`config.mk`:
```
export PLATFORM = sky130hd
export DESIGN_NAME = pswt_top
export DESIGN_NICKNAME = d
export VERILOG_FILES = /design/src/core/pswt_pkg.sv /design/src/core/pswt_top.sv
export VERILOG_INCLUDE_DIRS = /design/src /design/src/core
export SDC_FILE = /design/constraint.sdc
export NUM_CORES = 1
export LEC_CHECK = 0
export ABC_AREA = 1
export BUFFER_PORTS_ARGS = -buffer_cell sky130_fd_sc_hd__buf_2
export CORE_MARGIN = 3
export CORE_UTILIZATION = 55
export CTS_CLUSTER_SIZE = 40
export DETAILED_ROUTE_END_ITERATION = 6
export HOLD_SLACK_MARGIN = 0.12
export PLACE_DENSITY = 0.72
export SYNTH_ARGS = -nofsm -noshare
export SYNTH_HDL_FRONTEND = slang
export SYNTH_SLANG_ARGS = --single-unit
```
`constraint.sdc`:
```
create_clock -name mclk_in -period 7.3 [get_ports mclk_in]
set_input_delay 0.73 -clock mclk_in [delete_from_list [all_inputs] [get_ports mclk_in]]
set_output_delay 0.73 -clock mclk_in [all_outputs]
set_load 0.005 [all_outputs]
```
`src/core/pswt_cfg.svh`:
```
// Timing and code constants for the pin select watchdog.
// Assumes a 100 MHz core clock; all long times are counted in 1 ms ticks.
`ifndef PSWT_CFG_SVH
`define PSWT_CFG_SVH

// Core clock period and time base tick length
`define PSWT_CLK_NS        10
`define PSWT_TICK_NS       1000000

// Nominal terminal counts in ms, one per select code except the off code 011 (inside min..max)
`define PSWT_T000_MS       18'h00002
`define PSWT_T001_MS       18'h00014
`define PSWT_T010_MS       18'h0003c
`define PSWT_T100_MS       18'h000c8
`define PSWT_T101_MS       18'h007d0
`define PSWT_T110_MS       18'h04e20
`define PSWT_T111_MS       18'h1d4c0

// Select code that switches supervision off
`define PSWT_SEL_OFF       3'h3

// Output pulse widths in ms for the two output variants
`define PSWT_PULSE_OD_MS   18'h00064
`define PSWT_PULSE_PP_MS   18'h00001

`endif

```
`src/core/pswt_pkg.sv`:
```
// Types shared by the pin select watchdog.
// Assumes pswt_cfg.svh supplies the numeric constants.
`default_nettype none

package pswt_pkg;

    // Supervisor phases
    typedef enum logic [1:0] {
        ST_START,
        ST_RUN,
        ST_PULSE,
        ST_OFF
    } pswt_state_t;

    // Complete state of the watchdog
    typedef struct packed {
        pswt_state_t st;
        logic [16:0] div;
        logic [17:0] cnt;
        logic        kick_prev;
        logic        wdo_n;
        logic        oe;
    } pswt_reg_t;

endpackage

`default_nettype wire

```
`src/core/pswt_top.sv`:
```
// Pin select watchdog: startup delay, kick supervision, timeout pulse.
// Assumes kick and select inputs are synchronous to mclk_in.
//
// Behaviour
// Host toggles kick before each timeout.
// Missed kick deadline asserts the watchdog output.
// Startup delay first, no timeout during it.
// After startup, supervise with selected timeout.
// Pulse 100 ms open drain, 1 ms push-pull.
// Timeout is a low pulse, then high.
// Select changes apply live, no power cycle.
// Code 011 disables supervision entirely.
// Startup 1-3, 10-30, 30-90 ms codes 0-2.
// Startup 100-300 ms code 4, 1-3 s code 5.
// Startup 10-30 s code 6, 60-180 s code 7.
// Timeout table follows the same select codes.
// Kick edges and pulse end restart counter.
// Intervals count ticks of internal time base.
`timescale 1ns/1ps
`default_nettype none
`include "pswt_cfg.svh"

module pswt_top #(
    parameter int unsigned TICK_CYCLES = `PSWT_TICK_NS / `PSWT_CLK_NS,
    parameter bit          OPEN_DRAIN  = 1'b1
) (
    // Clock and reset
    input  wire logic mclk_in,
    input  wire logic srst_in,
    // Host kick and select straps
    input  wire logic kick_input_in,
    input  wire logic period_select_bit0_in,
    input  wire logic period_select_bit1_in,
    input  wire logic period_select_bit2_in,
    // Watchdog pin, output and enable
    output var  logic timeout_pulse_n_out,
    output var  logic timeout_pulse_oe_out
);

    // Last divider value before a tick
    localparam logic [16:0] DIV_LAST = 17'(TICK_CYCLES - 1);
    // Pulse width chosen by the output variant
    localparam logic [17:0] PULSE_MS = OPEN_DRAIN ? `PSWT_PULSE_OD_MS
                                                  : `PSWT_PULSE_PP_MS;

    // Decoded terminal count for a select code, in ticks
    function automatic logic [17:0] sel_term(input logic [2:0] s);
        logic [17:0] t;
        t = `PSWT_T000_MS;
        unique case (s)
            3'h0: t = `PSWT_T000_MS;
            3'h1: t = `PSWT_T001_MS;
            3'h2: t = `PSWT_T010_MS;
            3'h3: t = `PSWT_T000_MS;
            3'h4: t = `PSWT_T100_MS;
            3'h5: t = `PSWT_T101_MS;
            3'h6: t = `PSWT_T110_MS;
            3'h7: t = `PSWT_T111_MS;
        endcase
        return t;
    endfunction

    pswt_pkg::pswt_reg_t q;        // Registered state
    pswt_pkg::pswt_reg_t d;        // Next state
    logic [2:0]          sel;      // Live select code
    logic                off;      // Supervision switched off
    logic                tick;     // One cycle time base pulse
    logic                kick_edge; // Either edge on kick input
    logic [17:0]         cnt_nx;   // Counter plus one tick
    logic [17:0]         term;     // Current startup or timeout count

    // Select is decoded every cycle so a change takes effect at once
    // live select decode
    assign sel  = {period_select_bit2_in, period_select_bit1_in,
                   period_select_bit0_in};
    // disable code decode
    assign off  = (sel == `PSWT_SEL_OFF);
    // startup and timeout share one table for this variant
    // startup table upper codes
    // startup table long codes
    // timeout table lookup
    assign term = sel_term(sel);
    // tick from the divider
    assign tick      = (q.div == DIV_LAST);
    assign kick_edge = kick_input_in ^ q.kick_prev;
    assign cnt_nx    = q.cnt + 18'h00001;

    // Next state logic for the whole watchdog
    always_comb begin
        d           = q;
        d.div       = tick ? 17'h00000 : q.div + 17'h00001;
        d.kick_prev = kick_input_in;
        unique case (q.st)
            // startup delay, kicks ignored, no timeout
            pswt_pkg::ST_START: begin
                if (tick) begin
                    d.cnt = cnt_nx;
                    // normal supervision after startup
                    if (cnt_nx >= term) begin
                        d.st  = pswt_pkg::ST_RUN;
                        d.cnt = 18'h00000;
                        d.div = 17'h00000;
                    end
                end
            end
            pswt_pkg::ST_RUN: begin
                // kick edge restarts the count
                if (kick_edge) begin
                    d.cnt = 18'h00000;
                    d.div = 17'h00000;
                end else if (tick) begin
                    d.cnt = cnt_nx;
                    // deadline missed, start the pulse
                    if (cnt_nx >= term) begin
                        d.st    = pswt_pkg::ST_PULSE;
                        d.cnt   = 18'h00000;
                        d.div   = 17'h00000;
                        d.wdo_n = 1'b0;
                    end
                end
            end
            // Kicks during the pulse are ignored; the host is in reset
            pswt_pkg::ST_PULSE: begin
                if (tick) begin
                    d.cnt = cnt_nx;
                    // release high after the width
                    // pulse end restarts the count
                    if (cnt_nx >= PULSE_MS) begin
                        d.st    = pswt_pkg::ST_RUN;
                        d.cnt   = 18'h00000;
                        d.div   = 17'h00000;
                        d.wdo_n = 1'b1;
                    end
                end
            end
            // Leaving the off code replays the startup delay
            pswt_pkg::ST_OFF: begin
                if (!off) begin
                    d.st  = pswt_pkg::ST_START;
                    d.cnt = 18'h00000;
                    d.div = 17'h00000;
                end
            end
        endcase
        // off code overrides every state, even a running pulse; only reset wins over it
        if (off) begin
            d.st    = pswt_pkg::ST_OFF;
            d.cnt   = 18'h00000;
            d.wdo_n = 1'b1;
        end
        // open drain drives only while low, push-pull always
        d.oe = OPEN_DRAIN ? ~d.wdo_n : 1'b1;
        if (srst_in) begin
            d.st        = pswt_pkg::ST_START;
            d.div       = 17'h00000;
            d.cnt       = 18'h00000;
            d.kick_prev = 1'b0;
            d.wdo_n     = 1'b1;
            d.oe        = ~OPEN_DRAIN;
        end
    end

    // Single state register
    always_ff @(posedge mclk_in) begin
        q <= d;
    end

    assign timeout_pulse_n_out  = q.wdo_n;
    assign timeout_pulse_oe_out = q.oe;
endmodule // pswt_top

`default_nettype wire

```
# After elaboration in Yosys (flattened, before gate mapping)
# Memories as Yosys holds them, arrays and structs flattened.
# Cells that the tools add are included.
[op_classes] add_sub_neg=2 n_lt_le_gt_ge=2 eq_ne=16 n_mux=19 n_bitwise=2 reduce_logical=4
[ops] cell="$mux 37" n=7
[ops] cell="$pmux 37 s4" n=1
[ops] cell="$mux 35" n=1
[ops] cell="$ne 3x3->1 const B" n=8
[ops] cell="$add 18x1->18 const B" n=1
[ops] cell="$ge 18x18->1" n=1
[ops] cell="$ge 18x7->1 const B" n=1
[ops] cell="$add 17x1->17 const B" n=1
[ops] cell="$eq 17x17->1 const B" n=1
[ops] cell="$mux 17" n=1
[ops] cell="$reduce_and 7->1" n=1
[ops] cell="$mux 1" n=6
[ops] cell="$ne 2x2->1 const B" n=3
[ops] cell="$eq 2x2->1 const B" n=2
[ops] cell="$mux 2" n=2
[ops] cell="$reduce_and 4->1" n=1
[ops] cell="$eq 3x2->1 const B" n=1
[ops] cell="$eq 2x1->1 const B" n=1
[ops] cell="$logic_not 2->1" n=1
[ops] cell="$pmux 1 s2" n=1
[ops] cell="$reduce_or 2->1" n=1
[ops] cell="$not 1->1" n=1
[ops] cell="$xor 1x1->1" n=1
[word_totals] register_bits=40 romBits=120 output_inout_bits=2 n_memories=1
[mem_list] name="(no name shown)" depth=8 width=15 read_ports=1 rd_clocked_by_memory_dff=0 wr=0 line_no="pswt_top.sv:50" source="unique case (s)"

# Longest topological paths before layout
[logic_depth] ltp_word=8 ltp_mapped=26 mapped_depth_nobuf=26

# Worst setup path before layout
# OpenSTA, ideal clock, no wires.
[synth_path] kind="input-to-reg" start="in period_select_bit0_in" end="reg q[6] in the netlist's numbering" setup_time_ps=70 arrival_time_ps=2649 required_ps=7230 slack_ps=4580 cell_stages=21 cell_sequence="inv_1 ha_1 nand2_1 and2_1 ha_1 nand2_1 inv_1 nand2_1 nand2_1 nand2_1 nand3_1 nand2_1 nand2_1 nand2_1 nand2_1 nand2_1 nand3_1 o21ai_4 buf_6 nand3_1 a21oi_1"
[synth_between] elab_chain_cells=6
[synth_rtl] item="from (decl)" line_no="pswt_top.sv:32" source="input wire logic period_select_bit0_in,"
[synth_rtl] item="$mem_v2 8x15"
[synth_rtl] item="$ge 18x18->1" line_no="pswt_top.sv:99, pswt_top.sv:114"
[synth_rtl] item="$mux 37" line_no="pswt_top.sv:114" source="if (cnt_nx >= term) begin"
[synth_rtl] item="$mux 37" line_no="pswt_top.sv:111" source="end else if (tick) begin"
[synth_rtl] item="$mux 35" line_no="pswt_top.sv:108" source="if (kick_edge) begin"
[synth_rtl] item="$pmux 37 s4" line_no="pswt_top.sv:93" source="unique case (q.st)"
[synth_rtl] item="to (signal assigned)" line_no="pswt_top.sv:165" source="q <= d;"
[synth_rtl] item="to (decl)" line_no="pswt_top.sv:63" source="pswt_pkg::pswt_reg_t q;"
# Several ways; a longest one is shown, not always the timed one. The select of a mux whose other input is x is not followed.
# A chain may end at the register's enable or synchronous reset.

# Worst setup path after layout
[layout_path] start="reg q[3] in the netlist's numbering" end="reg q[12] in the netlist's numbering"
[layout_between] elab_chain_cells=6
[layout_rtl] item="$add 18x1->18 *" line_no="pswt_top.sv:86" source="assign cnt_nx = q.cnt + 18'h00001;"
[layout_rtl] item="$ge 18x18->1" line_no="pswt_top.sv:99, pswt_top.sv:114"
[layout_rtl] item="$mux 37" line_no="pswt_top.sv:114"
[layout_rtl] item="$mux 37" line_no="pswt_top.sv:111"
[layout_rtl] item="$mux 35" line_no="pswt_top.sv:108"
[layout_rtl] item="$pmux 37 s4 *" line_no="pswt_top.sv:93"
# Mark *: on every way between the ends. The rest lies on a longest branch, timed or not. The select of a mux whose other input is x is not followed.

==> reports/metrics.yaml <==
run_status:
  status: "completed"
floorplan:
  start_util_pct: 58.8
  rows: 25
  die_w_microns: 78.2
  fp.dieH_microns: 78.2
  ios: 8
  dieArea_sq_mm: 0.00612
  coreArea_sq_mm: 0.00488
setup_path:
  endpoint: "q[12]"
  cp_max_fo: 17
  r2r-start: "q[3]"
  crit_top_cell: "nand2_1"
  crit_path_start_kind: "flop"
  ff2ff_setup_slack_ps: 4290
  worst_r2r_path_depth: 22
  crit_path_start: "q[3]"
  required_ps: 7500
  cp_slowest_stage_delay_ps: 480
  cp_slowest_cell: "dfxtp_1"
  critPathArrivalTime_ps: 3210
  path_cells: "ha_1, nand2_2, nor2_1, inv_1, nand2_1, inv_1, ha_1, nand2_1, inv_1, nand2_1, nand2_1, nand2_1, nand3_1, nand2_1, nand2_1, nand2_1, nand2_1, nand2_1, nand3_1, o21ai_4, nand3_1, a21oi_1"
  r2r_end: "q[12]"
  criticalPathCategory: "reg2reg"
  end_kind: "flop"
synth:
  ys_seq_area_share_pct: 27.9
  syn_area_sq_mm: 0.00287
  synth.net_count: 481
  synth.top_cell.area_share_pct: 27.9
  synthFlopType: "dfxtp_1"
  synth_warnings: 0
  yosysTopAreaCell: "dfxtp_1"
  synthAdderAreaFrac_pct: 11.8
  async_reset_ff_share_pct: 0
  ys_types: 33
  yosys.area_share.simple_pct: 38.8
  synth-edff-count: 0
  ys_seq_elements: 40
  synth_compound_area_share_pct: 9.15
  synthMuxAreaShare_pct: 0
  synth_area_leaders: "dfxtp_1 28%, nand2_1 16%, ha_1 12%"
  synth_top_family_by_area: "simple AND/OR/NAND/NOR gates"
  netlist_instances: 448
  synth_xor_area_share_pct: 2.75
  avgSynthCellArea_sq_um: 6.41
drt:
  postRouteAntennaNets: 0
  drt_iter0_drc: 154
  drc: 0
  routed_via_density: 5.26
  via_count: 2769
  wl_microns: 6330
  firstDrtPassIters: 5
  wl_per_cell_microns: 12.0
placement:
  port_buffers: 7
  dp.final_hpwl_microns: 4920
  place_congestion: 0.890
sta:
  period_needed_ps: 3010
  whs_ps: 460
  setup_viol: 0
  relSlewSlack_pct: 61.8
  finalClockSkew_ps: 5.60
  worst_pin_slew_ps: 569
  hold_viol_final: 0
  fin_crit_sh_pct: 41.2
  rsz0062_at_grt: "no"
  fmax_ghz: 0.333
  fin_tns_setup_ps: 0
  slew_viol_final: 0
grt:
  grtUsageMet2_pct: 36.4
  grt.met1_usage_pct: 30.0
  grt_usage_pct: 21.8
  grt_pass1_wl_microns: 10900
  grt_pass1_vias: 2478
  antenna_found_initial: 0
  grt-ovfl-total: 0
  grt_max_degree: 20
  grtUsageMet3_pct: 3.44
  grt-busiest-layer: "met2"
pwr:
  power_density_mw_per_mm2: 154
  p_leak_nw: 1.42
  vdd_ir_drop_max_uv: 69.8
clock_tree:
  cts_max_path_buffers: 2
  clock_latency_ps: 290
  cts.sinks: 40
  cts.clk_slew.worst_paths_ps: 80
  tritoncts: "yes"
  cts_max_level: 2
  hold_buffers: 0
  postCtsSetupBuffers: 0
  cts_root_buf: "clkbuf_8"
  cts_buffers: 5
  cts_resized: 0
hold_path:
  min_path_type: "reg2reg"
cells_and_area:
  insertedDiodeCount: 0
  syn2layout_area_growth_pct: 8.06
  drive_gt1_share_pct: 6.97
  nets: 491
job:
  cap_violations: 0
==> kinds of logic after synthesis <==
| group | after synthesis |
|---|---|
| and+or+nand+nor | 254 |
| adders and majority gates | 27 |
| buffers and inverters | 71 |
| xor gates and xnor gates | 9 |
| AOI/OAI and AO/OA | 47 |
| DFF | 40 |
==> critical path: cells and delay by family (launching register included) <==
kind | cells | cell delay, ps
simple gates | 15 | 1340
fa+ha+maj | 2 | 540
flops | 1 | 480
compound gates | 2 | 360
buf+inv | 3 | 180
==> how the worst min path moves through the flow <==
stage | startpoint | to | slack [ps] | cells past startpoint
global placement | q[21] | q[21] | 430 | 1
floorplan | q[21] | q[21] | 420 | 1
CTS | q[21] | q[21] | 460 | 1
detailed placement | q[21] | q[21] | 450 | 1
global route | q[21] | q[21] | 470 | 1
finish | q[21] | q[21] | 460 | 1
==> cell type report <==
type                    instances  area [sq um]
repair buffers                  8          42.5
well taps                      67          83.8
clock inverters                 1          30.0
inverters                      66           248
fillers                       490          1780
multi-input cells             337          1800
flip-flops and latches         40           801
clock buffers                   7          96.3
==> synthesized netlist by cell type (all sizes together) (2+ instances only) <==
| cell type | number |
|---|---|
| buf | 2 |
| o21bai | 3 |
| ha | 27 |
| nor4 | 2 |
| dfxtp | 40 |
| clkinv | 2 |
| xor2 | 7 |
| xnor2 | 2 |
| o21ai | 9 |
| nand3 | 44 |
| a21oi | 32 |
| or2 | 3 |
| nand2 | 127 |
| nor3 | 11 |
| nand4 | 10 |
| clkbuf | 3 |
| inv | 64 |
| nor2 | 53 |
==> flip-flops by register name (all words and copies together) (netlist names) <==
register / cells
q: 38
timeout_pulse_n_out: 1
timeout_pulse_oe_out: 1
==> report_power, final <==
group / internal [mW] / switching [mW] / leakage [nW]
logic: 0.0177 / 0.0371 / 1.03
clock network: 0.121 / 0.0774 / 0.0645
registers: 0.222 / 0.00290 / 0.324
==> layer usage <==
metal / wire length [microns] / share of wire, % / up-vias
li1: - / - / 1457
met5: 0 / 0 / -
met1: 3130 / 50 / 1251
met2: 2890 / 46 / 56
met3: 253 / 4.0 / 5
met4: 48 / 0.76 / 0
==> cells in the final DEF, fill, tap and decap left out, types with 3 or more instances in the layout <==
master,instances
nand2_1,125
inv_1,64
nor2_1,48
nand3_1,42
dfxtp_1,40
a21oi_1,32
ha_1,27
nand4_1,10
nor3_1,10
xor2_1,7
clkbuf_8,7
buf_2,7
o21ai_0,6
nor2_2,3
or2_2,3
o21bai_1,3
==> stage by stage <==
step	std cells	instance area, sq um	total power [mW]	utilization, %	setup slack, ps
after floorplan	448	2870	0.272	-	4580
after global placement	518	2980	0.284	61.0	4290
after detailed placement	518	2980	0.285	61.0	4210
after CTS	526	3100	0.483	63.6	4320
after global routing	526	3100	0.498	63.6	3980
final	526	3100	0.478	63.6	4290
Power figures use the tool's default switching activity.
